--- src/hw/loopcfg_defs.svh ---
// register offsets, field positions, reset values and widths
// assumes inclusion by the package and the design modules
`ifndef LOOPCFG_DEFS_SVH
`define LOOPCFG_DEFS_SVH

`define BASE_ADDR            9'h12C
`define NUM_REGS             21
`define ADDR_W               9
`define TIMER_W              42

`define OFF_LOOP2_VALIDATION 9'h12C
`define OFF_LOOP2_REF_SEL    9'h12D
`define OFF_LOOP1_POLICY     9'h12E
`define OFF_TMR_EXP          9'h12F
`define OFF_TMR_MANT_HI      9'h130
`define OFF_TMR_MANT_LO      9'h131
`define OFF_IN0_DIV_HI       9'h132
`define OFF_IN0_DIV_LO       9'h133
`define OFF_IN1_DIV_HI       9'h134
`define OFF_IN1_DIV_LO       9'h135
`define OFF_IN2_DIV_HI       9'h136
`define OFF_IN2_DIV_LO       9'h137
`define OFF_IN3_DIV_HI       9'h138
`define OFF_IN3_DIV_LO       9'h139
`define OFF_SPARE_A          9'h13A
`define OFF_SPARE_B          9'h13B
`define OFF_IN5_DIV_HI       9'h13C
`define OFF_IN5_DIV_LO       9'h13D
`define OFF_PD_SOURCE        9'h13E
`define OFF_SPARE_C          9'h13F
`define OFF_SPARE_D          9'h140

`define LOOPBACK_BIT         0
`define MAN_SRC_BIT          5
`define SOFT_REF_HI          4
`define SOFT_REF_LO          2
`define MODE_HI              1
`define MODE_LO              0
`define ALWAYS_SW_BIT        5
`define ALWAYS_FAST_BIT      4
`define HOLDOVER_MODE_BIT    2
`define TOPO_HI              1
`define TOPO_LO              0
`define EXP_HI               4
`define MANT_HI_BITS         2
`define PD_HI                3
`define PD_LO                2
`define MAX_SOFT_REF         3'h4

`define REG_RESET            8'h00

`endif

--- src/hw/loopcfg_pkg.sv ---
// types shared by the switchover configuration block
// assumes the defs header is on the include path
package loopcfg_pkg;
	`include "loopcfg_defs.svh"

	typedef enum logic [1:0] {
		SW_AUTO_NONREV  = 2'b00,
		SW_AUTO_REV     = 2'b01,
		SW_MAN_FALLBACK = 2'b10,
		SW_MAN_HOLDOVER = 2'b11
	} switch_mode_e;

	typedef enum logic [1:0] {
		TOPO_SINGLE     = 2'b00,
		TOPO_REF_LOCKED = 2'b01,
		TOPO_OSC_LOCKED = 2'b10,
		TOPO_THREE_LOOP = 2'b11
	} topology_e;

	typedef enum logic [1:0] {
		PD_OFF      = 2'b00,
		PD_OSC      = 2'b01,
		PD_UNUSED   = 2'b10,
		PD_FEEDBACK = 2'b11
	} pd_source_e;

	typedef enum logic [1:0] {
		HO_LOCKED    = 2'b00,
		HO_HISTORY   = 2'b01,
		HO_FREE_RUN  = 2'b10,
		HO_HOLD_LAST = 2'b11
	} holdover_state_e;

	typedef struct packed {
		logic [`NUM_REGS-1:0][7:0] image;
		logic [1:0]                pin_meta;
		logic [1:0]                pin_sync;
		logic [7:0]                rdata;
	} cfg_state_s;

	typedef struct packed {
		holdover_state_e      ho;
		logic [`TIMER_W-1:0]  hold_time;
		logic                 fast;
		logic                 hitless;
	} policy_state_s;
endpackage : loopcfg_pkg

--- src/hw/dpll_ref_switchover_config.sv ---
// reference selection and switchover configuration for two loops
// assumes a byte register port on sys_clk and asynchronous select pins
// Operation
// - loop2 manual choice: field or pins by bit
// - soft select codes 0-4 pick reference 0-4
// - loop2 mode: nonrevertive, revertive, fallback, holdover
// - always switchover without fast lock: hitless
// - fast lock without always switchover: fast lock
// - neither: hitless unless holdover reached timer
// - fast lock bit forces fast lock always
// - no history: free run or hold last
// - loop1 topology field decodes four topologies
// - timer exponent is five low bits
// - mantissa eleven bits split over two registers
// - input dividers sixteen bits, high byte first
// - phase detector source: off, oscillator, feedback
// - validation bit zero enables loop2 oscillator loopback
`timescale 1ns/1ps
`include "loopcfg_defs.svh"
module dpll_ref_switchover_config
	import loopcfg_pkg::*;
(
	input  wire logic                sys_clk,
	input  wire logic                rst,
	input  wire logic [`ADDR_W-1:0]  addr,
	input  wire logic [7:0]          wr_data,
	input  wire logic                wr_en,
	input  wire logic                rd_en,
	output logic      [7:0]          rd_data,
	input  wire logic [1:0]          loop2_select_pins,
	input  wire logic                loop1_in_holdover,
	input  wire logic                loop1_history_valid,
	output logic      [2:0]          loop2_ref_choice,
	output logic                     loop2_ref_choice_valid,
	output switch_mode_e             loop2_switchover_mode,
	output logic                     loop2_auto_select,
	output logic                     loop2_revertive,
	output topology_e                loop1_topology,
	output logic      [4:0]          loop1_switch_timer_exponent,
	output logic      [10:0]         loop1_switch_timer_mantissa,
	output logic      [15:0]         loop1_in0_divider,
	output logic      [15:0]         loop1_in1_divider,
	output logic      [15:0]         loop1_in2_divider,
	output logic      [15:0]         loop1_in3_divider,
	output logic      [15:0]         loop1_in5_divider,
	output pd_source_e               loop1_phase_detector_source,
	output logic                     loop1_phase_detector_enable,
	output logic                     loop2_oscillator_loopback_enable,
	output logic                     loop1_use_fast_lock,
	output logic                     loop1_use_hitless,
	output logic                     loop1_free_run_active,
	output logic                     loop1_hold_last_active
);
	cfg_state_s      cur;
	cfg_state_s      next_cur;
	logic [7:0]      acc_mask;
	logic [4:0]      acc_idx;
	holdover_state_e ho_state;
	logic [7:0]      r_valid;
	logic [7:0]      r_sel;
	logic [7:0]      r_policy;
	logic [7:0]      r_pd;

	// writable bits of each mapped register, zero when unmapped
	function automatic logic [7:0] reg_mask(input logic [`ADDR_W-1:0] a);
		logic [7:0] m;
		m = 8'h00;
		case (a)
			`OFF_LOOP2_VALIDATION: m = 8'h01;
			`OFF_LOOP2_REF_SEL:    m = 8'h3F;
			`OFF_LOOP1_POLICY:     m = 8'hFF;
			`OFF_TMR_EXP:          m = 8'h1F;
			`OFF_TMR_MANT_HI:      m = 8'h07;
			`OFF_TMR_MANT_LO:      m = 8'hFF;
			`OFF_IN0_DIV_HI:       m = 8'hFF;
			`OFF_IN0_DIV_LO:       m = 8'hFF;
			`OFF_IN1_DIV_HI:       m = 8'hFF;
			`OFF_IN1_DIV_LO:       m = 8'hFF;
			`OFF_IN2_DIV_HI:       m = 8'hFF;
			`OFF_IN2_DIV_LO:       m = 8'hFF;
			`OFF_IN3_DIV_HI:       m = 8'hFF;
			`OFF_IN3_DIV_LO:       m = 8'hFF;
			`OFF_SPARE_A:          m = 8'hFF;
			`OFF_SPARE_B:          m = 8'hFF;
			`OFF_IN5_DIV_HI:       m = 8'hFF;
			`OFF_IN5_DIV_LO:       m = 8'hFF;
			`OFF_PD_SOURCE:        m = 8'h1F;
			`OFF_SPARE_C:          m = 8'h9F;
			`OFF_SPARE_D:          m = 8'h01;
			default:               m = 8'h00;
		endcase
		return m;
	endfunction : reg_mask

	// image slot of a register offset
	function automatic logic [4:0] reg_idx(input logic [`ADDR_W-1:0] a);
		logic [`ADDR_W-1:0] d;
		d = a - `BASE_ADDR;
		return d[4:0];
	endfunction : reg_idx

	// sixteen bit value from a high and a low slot
	function automatic logic [15:0] pair16(input logic [7:0] hi, input logic [7:0] lo);
		return {hi, lo};
	endfunction : pair16

	always_comb begin
		acc_mask = reg_mask(addr);
		acc_idx  = reg_idx(addr);
		next_cur = cur;
		// select pins pass two flops before use
		next_cur.pin_meta = loop2_select_pins;
		next_cur.pin_sync = cur.pin_meta;
		next_cur.rdata    = 8'h00;
		if (wr_en && acc_mask != 8'h00) begin
			// only writable bits change, split fields update byte by byte
			next_cur.image[acc_idx] = (cur.image[acc_idx] & ~acc_mask) | (wr_data & acc_mask);
		end
		if (rd_en && acc_mask != 8'h00) begin
			next_cur.rdata = cur.image[acc_idx] & acc_mask;
		end
	end

	always_ff @(posedge sys_clk) begin
		if (rst) begin
			cur <= '{image: {`NUM_REGS{`REG_RESET}}, pin_meta: 2'b00, pin_sync: 2'b00,
				rdata: 8'h00};
		end else begin
			cur <= next_cur;
		end
	end

	assign rd_data  = cur.rdata;
	assign r_valid  = cur.image[reg_idx(`OFF_LOOP2_VALIDATION)];
	assign r_sel    = cur.image[reg_idx(`OFF_LOOP2_REF_SEL)];
	assign r_policy = cur.image[reg_idx(`OFF_LOOP1_POLICY)];
	assign r_pd     = cur.image[reg_idx(`OFF_PD_SOURCE)];

	// manual reference choice for loop2
	always_comb begin
		if (r_sel[`MAN_SRC_BIT]) begin
			loop2_ref_choice       = {1'b0, cur.pin_sync};
			loop2_ref_choice_valid = 1'b1;
		end else begin
			loop2_ref_choice       = r_sel[`SOFT_REF_HI:`SOFT_REF_LO];
			loop2_ref_choice_valid = r_sel[`SOFT_REF_HI:`SOFT_REF_LO] <= `MAX_SOFT_REF;
		end
	end

	assign loop2_switchover_mode = switch_mode_e'(r_sel[`MODE_HI:`MODE_LO]);
	assign loop2_auto_select     = !r_sel[`MODE_HI];
	assign loop2_revertive       = loop2_switchover_mode == SW_AUTO_REV;

	assign loop1_topology = topology_e'(r_policy[`TOPO_HI:`TOPO_LO]);

	assign loop1_switch_timer_exponent = cur.image[reg_idx(`OFF_TMR_EXP)][`EXP_HI:0];
	assign loop1_switch_timer_mantissa = {cur.image[reg_idx(`OFF_TMR_MANT_HI)][`MANT_HI_BITS:0],
		cur.image[reg_idx(`OFF_TMR_MANT_LO)]};

	assign loop1_in0_divider = pair16(cur.image[reg_idx(`OFF_IN0_DIV_HI)],
		cur.image[reg_idx(`OFF_IN0_DIV_LO)]);
	assign loop1_in1_divider = pair16(cur.image[reg_idx(`OFF_IN1_DIV_HI)],
		cur.image[reg_idx(`OFF_IN1_DIV_LO)]);
	assign loop1_in2_divider = pair16(cur.image[reg_idx(`OFF_IN2_DIV_HI)],
		cur.image[reg_idx(`OFF_IN2_DIV_LO)]);
	assign loop1_in3_divider = pair16(cur.image[reg_idx(`OFF_IN3_DIV_HI)],
		cur.image[reg_idx(`OFF_IN3_DIV_LO)]);
	assign loop1_in5_divider = pair16(cur.image[reg_idx(`OFF_IN5_DIV_HI)],
		cur.image[reg_idx(`OFF_IN5_DIV_LO)]);

	// unlisted code two is treated as disabled
	assign loop1_phase_detector_source = pd_source_e'(r_pd[`PD_HI:`PD_LO]);
	assign loop1_phase_detector_enable = loop1_phase_detector_source == PD_OSC ||
		loop1_phase_detector_source == PD_FEEDBACK;

	assign loop2_oscillator_loopback_enable = r_valid[`LOOPBACK_BIT];

	switch_policy policy (
		.sys_clk           (sys_clk),
		.rst               (rst),
		.always_switchover (r_policy[`ALWAYS_SW_BIT]),
		.always_fast_lock  (r_policy[`ALWAYS_FAST_BIT]),
		.holdover_mode     (r_policy[`HOLDOVER_MODE_BIT]),
		.timer_exponent    (loop1_switch_timer_exponent),
		.timer_mantissa    (loop1_switch_timer_mantissa),
		.in_holdover       (loop1_in_holdover),
		.history_valid     (loop1_history_valid),
		.use_fast_lock     (loop1_use_fast_lock),
		.use_hitless       (loop1_use_hitless),
		.holdover_state    (ho_state)
	);

	assign loop1_free_run_active  = ho_state == HO_FREE_RUN;
	assign loop1_hold_last_active = ho_state == HO_HOLD_LAST;
endmodule : dpll_ref_switchover_config

--- src/hw/switch_policy.sv ---
// first loop switchover policy and holdover entry behaviour
// assumes holdover status inputs come from logic on sys_clk
`timescale 1ns/1ps
`include "loopcfg_defs.svh"
module switch_policy
	import loopcfg_pkg::*;
(
	input  wire logic                sys_clk,
	input  wire logic                rst,
	input  wire logic                always_switchover,
	input  wire logic                always_fast_lock,
	input  wire logic                holdover_mode,
	input  wire logic [4:0]          timer_exponent,
	input  wire logic [10:0]         timer_mantissa,
	input  wire logic                in_holdover,
	input  wire logic                history_valid,
	output logic                     use_fast_lock,
	output logic                     use_hitless,
	output holdover_state_e          holdover_state
);
	policy_state_s       cur;
	policy_state_s       next_cur;
	logic [`TIMER_W-1:0] threshold;
	logic                expired;

	always_comb begin
		threshold = `TIMER_W'(timer_mantissa) << timer_exponent;
		expired   = cur.hold_time >= threshold;
		next_cur  = cur;
		if (!in_holdover) begin
			next_cur.hold_time = '0;
		end else if (cur.hold_time != {`TIMER_W{1'b1}}) begin
			next_cur.hold_time = cur.hold_time + `TIMER_W'(1);
		end
		// fast lock bit wins at all times
		next_cur.fast    = always_fast_lock | (!always_switchover & expired);
		next_cur.hitless = !next_cur.fast;
		unique case (cur.ho)
			HO_LOCKED: begin
				if (in_holdover) begin
					if (history_valid) begin
						next_cur.ho = HO_HISTORY;
					end else if (holdover_mode) begin
						next_cur.ho = HO_HOLD_LAST;
					end else begin
						next_cur.ho = HO_FREE_RUN;
					end
				end
			end
			HO_HISTORY, HO_FREE_RUN, HO_HOLD_LAST: begin
				if (!in_holdover) begin
					next_cur.ho = HO_LOCKED;
				end
			end
		endcase
	end

	always_ff @(posedge sys_clk) begin
		if (rst) begin
			cur <= '{ho: HO_LOCKED, hold_time: '0, fast: 1'b0, hitless: 1'b1};
		end else begin
			cur <= next_cur;
		end
	end

	assign use_fast_lock  = cur.fast;
	assign use_hitless    = cur.hitless;
	assign holdover_state = cur.ho;
endmodule : switch_policy

--- config.mk ---
export PLATFORM = sky130hd
export DESIGN_NAME = dpll_ref_switchover_config
export DESIGN_NICKNAME = d
export VERILOG_FILES = /design/src/hw/loopcfg_pkg.sv /design/src/hw/dpll_ref_switchover_config.sv /design/src/hw/switch_policy.sv
export VERILOG_INCLUDE_DIRS = /design/src /design/src/hw
export SDC_FILE = /design/constraint.sdc
export NUM_CORES = 1
export LEC_CHECK = 0
export BUFFER_PORTS_ARGS = -buffer_cell sky130_fd_sc_hd__buf_2
export CORE_MARGIN = 2
export CORE_UTILIZATION = 55
export CTS_CLUSTER_SIZE = 14
export DETAILED_ROUTE_END_ITERATION = 16
export GPL_TIMING_DRIVEN = 0
export HOLD_SLACK_MARGIN = 0.03
export PLACE_DENSITY = 0.76
export SLEW_MARGIN = 25
export SYNTH_ARGS = -nofsm -noshare
export SYNTH_HDL_FRONTEND = slang
export SYNTH_HIERARCHICAL = 1
export SYNTH_SLANG_ARGS = --single-unit
--- constraint.sdc ---
create_clock -name sys_clk -period 3.43 [get_ports sys_clk]
set_clock_uncertainty 0.15 [all_clocks]
set_input_delay 0.686 -clock sys_clk [delete_from_list [all_inputs] [get_ports sys_clk]]
set_output_delay 0.686 -clock sys_clk [all_outputs]
set_load 0.02 [all_outputs]
# Word-level counts from Yosys, hierarchy flattened
# Index checks and enable logic that the tools add are counted.
[classes] addsub=2 bitwise_logic=9 order_cmp=4 n_mux=13 reduce_logical=16 n_shift=1 n_eq_ne=30
[op_table] operator="9-bit equality test, second input constant" n=21
[op_table] operator="168-bit bitwise mux" n=1
[op_table] operator="8-bit case mux with 6 select lines" n=1
[op_table] operator="42-bit by 1-bit adder with 42-bit output, second input constant" n=1
[op_table] operator="42-bit greater-or-equal comparator" n=1
[op_table] operator="42-bit inequality test, second input constant" n=1
[op_table] operator="11-bit by 5-bit left shift with 42-bit output" n=1
[op_table] operator="8-bit binary-select mux with 5-bit select" n=1
[op_table] operator="8-bit demux with 5-bit select" n=1
[op_table] operator="8-bit bitwise AND" n=3
[op_table] operator="8-bit 2-to-1 mux" n=2
[op_table] operator="14-bit OR reduction" n=1
[op_table] operator="8-bit NOT" n=1
[op_table] operator="8-bit bitwise OR" n=1
[op_table] operator="8-bit nonzero test" n=1
[op_table] operator="2-bit OR reduction" n=4
[op_table] operator="2-bit by 1-bit equality test with 1-bit output, second input constant" n=3
[op_table] operator="2-bit equality test, second input constant" n=3
[op_table] operator="5-bit by 6-bit less-than comparator with 1-bit output, second input constant" n=1
[op_table] operator="2-bit 2-to-1 mux" n=3
[op_table] operator="5-bit by 1-bit greater-or-equal comparator with 1-bit output, second input constant" n=1
[op_table] operator="5-bit by 4-bit subtractor with 5-bit output, second input constant" n=1
[op_table] operator="2-bit inequality test, second input constant" n=2
[op_table] operator="2-bit case mux with 2 select lines" n=1
[op_table] operator="other kinds (12)" n=18
[totals] word_cells=103 register_bits=226 input_bits=25 out_inout_bits=122

# Logic depth before layout (Yosys ltp)
[logic_depth] word_depth=7 ltp_mapped=15 depth_no_buf=13

# Cells and area by module
# The synthesis kept the hierarchy.
[modules_own_cells] module="dpll_ref_switchover_config" cells_each=908 instances=1 area_per_inst_um2=9292.7
[modules_own_cells] module="switch_policy" cells_each=487 instances=1 area_per_inst_um2=3881.2

# Worst setup path after synthesis
# OpenSTA, ideal clock, no wires.
[synth_timing] path_kind="register to register" start="register cur, in the netlist loop1_switch_timer_exponent[0]" end="register policy.cur, in the netlist policy/use_hitless" slack_ns=0.341 path_buffers=2 required_time_ns=3.208 setup_time_ns=0.072 arrival_ns=2.867 path_stages_with_launch=15 cell_sequence="dfxtp_1 -> buf_2 -> buf_2 -> mux2i_1 -> nand2_1 -> o21ai_0 -> o21ai_0 -> mux2_2 -> nand2_1 -> ha_1 -> a2111o_1 -> nor4_1 -> o21ai_0 -> a31oi_1 -> a2bb2oi_1"
[synth_via] elab_chain_cells=5
[synth_rtl] item="start: declaration" line_no="dpll_ref_switchover_config.sv:54" source="cfg_state_s cur;"
[synth_rtl] item="start signal: assignment" line_no="dpll_ref_switchover_config.sv:126" source="cur <= '{image: {`NUM_REGS{`REG_RESET}}, pin_meta: 2'b00, pin_sync: 2'b00,"
[synth_rtl] item="start signal: assignment" line_no="dpll_ref_switchover_config.sv:129" source="cur <= next_cur;"
[synth_rtl] item="11-bit by 5-bit left shift with 42-bit output (no source line)"
[synth_rtl] item="42-bit greater-or-equal comparator" line_no="switch_policy.sv:28" source="expired = cur.hold_time >= threshold;"
[synth_rtl] item="1-bit bitwise AND" line_no="switch_policy.sv:36" source="next_cur.fast = always_fast_lock | (!always_switchover & expired);"
[synth_rtl] item="1-bit bitwise OR" line_no="switch_policy.sv:36"
[synth_rtl] item="1-bit logical NOT" line_no="switch_policy.sv:37" source="next_cur.hitless = !next_cur.fast;"
[synth_rtl] item="end signal: assignment" line_no="switch_policy.sv:60" source="cur <= '{ho: HO_LOCKED, hold_time: '0, fast: 1'b0, hitless: 1'b1};"
[synth_rtl] item="end signal: assignment" line_no="switch_policy.sv:62" source="cur <= next_cur;"
[synth_rtl] item="end: declaration" line_no="switch_policy.sv:21" source="policy_state_s cur;"
# Every way passes these cells.
# A chain may end at the register's enable or synchronous reset.

# Worst setup path in the final report
# Same ends and word-level chain as after synthesis.

==> impl_metrics.py <==
metrics = {
    "placed_design": {
        "port_buffers": 145,
        "place.gp.congestion": 0.965,
        "dp_cells": 1859,
        "place_area_sq_um": 14300,
        "dp_slack_ns": -0.491,
        "hpwl_microns": 31100,
    },
    "cts": {
        "clk_pin_slew_ns": 0.06,
        "cts_root_buf": "clkbuf_16",
        "holdBufCountCts": 0,
        "clk_path_buf_depth": 3,
        "clock_sinks": 226,
        "clk_latency_ns": 0.54,
        "cts_inserted_buffers": 25,
        "cts_tree": "built",
        "htree_levels": 1,
    },
    "worst_setup_path": {
        "arrival_ns": 3.63,
        "path_cells": "mux4_2 -> nand2_2 -> o21ai_2 -> mux2_4 -> nand2_2 -> ha_4 -> a2111o_1 -> nor4_4 -> o21ai_2 -> a31oi_4 -> a2bb2oi_2",
        "end_kind": "flip-flop",
        "slowest_stage": "mux4_2",
        "critPathLaunchType": "flip-flop",
        "timing.rr.end": "policy/use_hitless",
        "critPathKind": "reg -> reg",
        "reg2reg_slack_ns": 0.11,
        "cp_num_buf_inv": 0,
        "critPathMaxStageDelay_ns": 0.56,
        "crit_family": "compound AO/OA/AOI/OAI gates",
        "r2r_cells": 11,
        "cp.required_ns": 3.74,
        "r2r-start": "loop1_switch_timer_exponent[0]",
        "crit_fanout": 9,
    },
    "flow_run": {
        "maxCapViolations": 0,
    },
    "global_route": {
        "grt_max_degree": 14,
        "first_global_vias": 10717,
        "grt_usage": 0.317,
        "grt_pass1_wl_microns": 62800,
        "gr-total-overflow": 0,
        "antenna_found_initial": 0,
    },
    "floorplan": {
        "die_w_microns": 159,
        "core_sq_um": 23500,
        "ios": 147,
        "die-area_sq_um": 25200,
        "die_y_microns": 159,
        "num_rows": 56,
        "initial_core_util": 0.561,
    },
    "routing": {
        "via_per_inst": 6.15,
        "num_vias": 11687,
        "antenna_left": 0,
        "drc": 0,
        "totalWireLength_microns": 41200,
        "firstDrtPassIters": 6,
        "drt-initial-drc-count": 1326,
        "wire_per_inst_microns": 21.7,
    },
    "layout": {
        "synthToLayoutAreaGrowth_pct": 15.5,
        "stdcell_count": 1900,
        "antennaDiodeCount": 0,
        "drive_gt1_frac": 0.288,
        "final_cell_mix": "224 x dfxtp_1, 164 x buf_2, 152 x nor2_1",
        "stdcell_area_sq_um": 15200,
        "nFillCells": 1971,
        "finalNetCount": 1638,
        "mostFrequentLayoutCell": "dfxtp_1",
    },
    "synth": {
        "synthesis.instances": 1395,
        "synth.top_cell.area_share": 0.343,
        "yosys.area.top_type": "dfxtp_1",
        "yosysUniqueCellTypes": 81,
        "syn_avg_cell_area_sq_um": 9.44,
        "synth-seq-area-share": 0.343,
        "synth_edf_count": 0,
        "syn_area_sq_um": 13200,
        "yosys_register_bits": 226,
        "ys.flop_type": "dfxtp_1",
        "syn_nets": 1467,
        "async_flop_share": 0,
        "ys_warn_count": 6,
        "ys_top_cells_by_area": "dfxtp_1 34%, mux4_1 7.0%, buf_4 6.6%",
    },
    "sta": {
        "worstMarginPinSlew_ns": 0.871,
        "hold_viol_final": 0,
        "fin_crit_sh": 0.968,
        "slew_viol_final": 0,
        "max_slew_margin": 0.419,
        "fin_ws_ns": 0.111,
        "fmax_ghz": 0.301,
        "fin_crit_ns": 3.32,
        "setup_violations": 0,
    },
    "outcome": {
        "status": "completed",
    },
    "power": {
        "cellLeakagePower_nw": 6.28,
        "vdd.ir_drop.worst_mv": 0.431,
        "pwr_density_cell_nw_per_um2": 366,
    },
    "hold_path": {
        "min-delay-start": "loop2_select_pins[0]",
        "hold_path_end": "cur[10]",
        "hold_path_depth": 2,
        "hp-class": "in -> reg",
    },
}
==> cells by family (layout without fill, tap and decap cells) <==
kind of cell,after synthesis,in the layout,share of synthesized area
and+or+nand+nor,509,509,0.211
AOI/OAI and AO/OA,283,283,0.153
DFF,226,226,0.343
buffers and inverters,213,399,0.107
muxes,79,79,0.114
adders and majority gates,47,47,0.0446
xor gates and xnor gates,38,38,0.0273
==> state kept, by name, summed over array words and instances, names as in the netlist <==
name / flops
loop1_in2_divider: 16
r_valid: 8
loop1_switch_timer_exponent: 5
loop1_switch_timer_mantissa: 11
policy/cur: 42
loop1_in0_divider: 16
rd_data: 8
policy/use_fast_lock: 1
policy/holdover_state: 2
cur: 44
loop1_in1_divider: 16
loop1_in3_divider: 16
r_sel: 8
r_pd: 8
loop1_in5_divider: 16
r_policy: 8
policy/use_hitless: 1
==> metrics by stage <==
step,setup TNS [ns],hold slack [ns],power (mW),util
2_1_floorplan,0,0.264,2.89,-
3_3_place_gp,-4.01,0.269,2.99,0.609
3_5_place_dp,-5.56,0.276,2.99,0.609
4_1_cts,0,0.191,5.59,0.645
5_1_grt,-0.0256,0.221,5.72,0.648
6_report,0,0.206,5.57,0.648
==> power by group <==
group,switching [mW],internal [mW],leakage [nW]
registers,0.00370,2.63,1.82
clock network,1.11,1.52,0.392
logic,0.207,0.104,4.06
total,1.32,4.25,6.28
==> timing repair <==
action | 4_1_cts | 5_1_grt
hold endpoints to repair | 0 | 0
setup endpoints to repair | 2 | 2
pin swaps | 2 | 6
resized for setup | 15 | 24
setup buffers | 0 | 0
cloned | 0 | 0
==> cell usage after synthesis (29+ instances only) <==
cell	count
nand4_1	30
nand2_1	95
nor2_1	154
a211oi_1	66
nand3_1	29
clkbuf_1	43
buf_4	116
mux4_1	35
nand3b_1	73
ha_1	47
a21oi_1	33
o21ai_0	76
dfxtp_1	226
==> worst max-delay path by stage <==
| stage | from | to | slack (ns) | depth (start not counted) |
|---|---|---|---|---|
| floorplan | loop1_switch_timer_exponent[0] | policy/use_hitless | 0.34 | 14 |
| global placement | loop1_switch_timer_exponent[1] | policy/use_hitless | -0.46 | 12 |
| detailed placement | loop1_switch_timer_exponent[1] | policy/use_hitless | -0.49 | 12 |
| CTS | loop1_switch_timer_exponent[0] | policy/use_hitless | 0.01 | 12 |
| global route | loop1_switch_timer_exponent[0] | policy/use_hitless | -0.03 | 13 |
| finish | loop1_switch_timer_exponent[0] | policy/use_hitless | 0.11 | 11 |
==> final cells by class <==
cell class | count | area [sq um] | area share
Buffer | 196 | 1360 | 0.0892
Clock buffer | 34 | 709 | 0.0466
Clock inverter | 8 | 82.6 | 0.00543
Inverter | 16 | 63.8 | 0.00420
Multi-Input combinational cell | 956 | 7340 | 0.483
Sequential cell | 226 | 4530 | 0.298
Tap cell | 319 | 399 | 0.0262
Timing Repair Buffer | 145 | 726 | 0.0477
==> layer usage <==
metal  up-vias  part of all wire  global-route usage  wire (microns)
met1      5600              0.43               0.461           17700
li1       5330                 -                   -               -
met2       663              0.42               0.472           17500
met3        94              0.11              0.0627            4500
met5         -                 0                   0               0
met4         0             0.035               0.103            1450
==> worst register-to-register path, cell delays in order (launching register included) <==
cell and delay [ns]:
dfxtp_4 0.43, mux4_2 0.57, nand2_2 0.10, o21ai_2 0.07
mux2_4 0.30, nand2_2 0.10, ha_4 0.21, a2111o_1 0.46
nor4_4 0.30, o21ai_2 0.13, a31oi_4 0.23, a2bb2oi_2 0.19
Note: power is estimated with default switching activity, not from simulation.
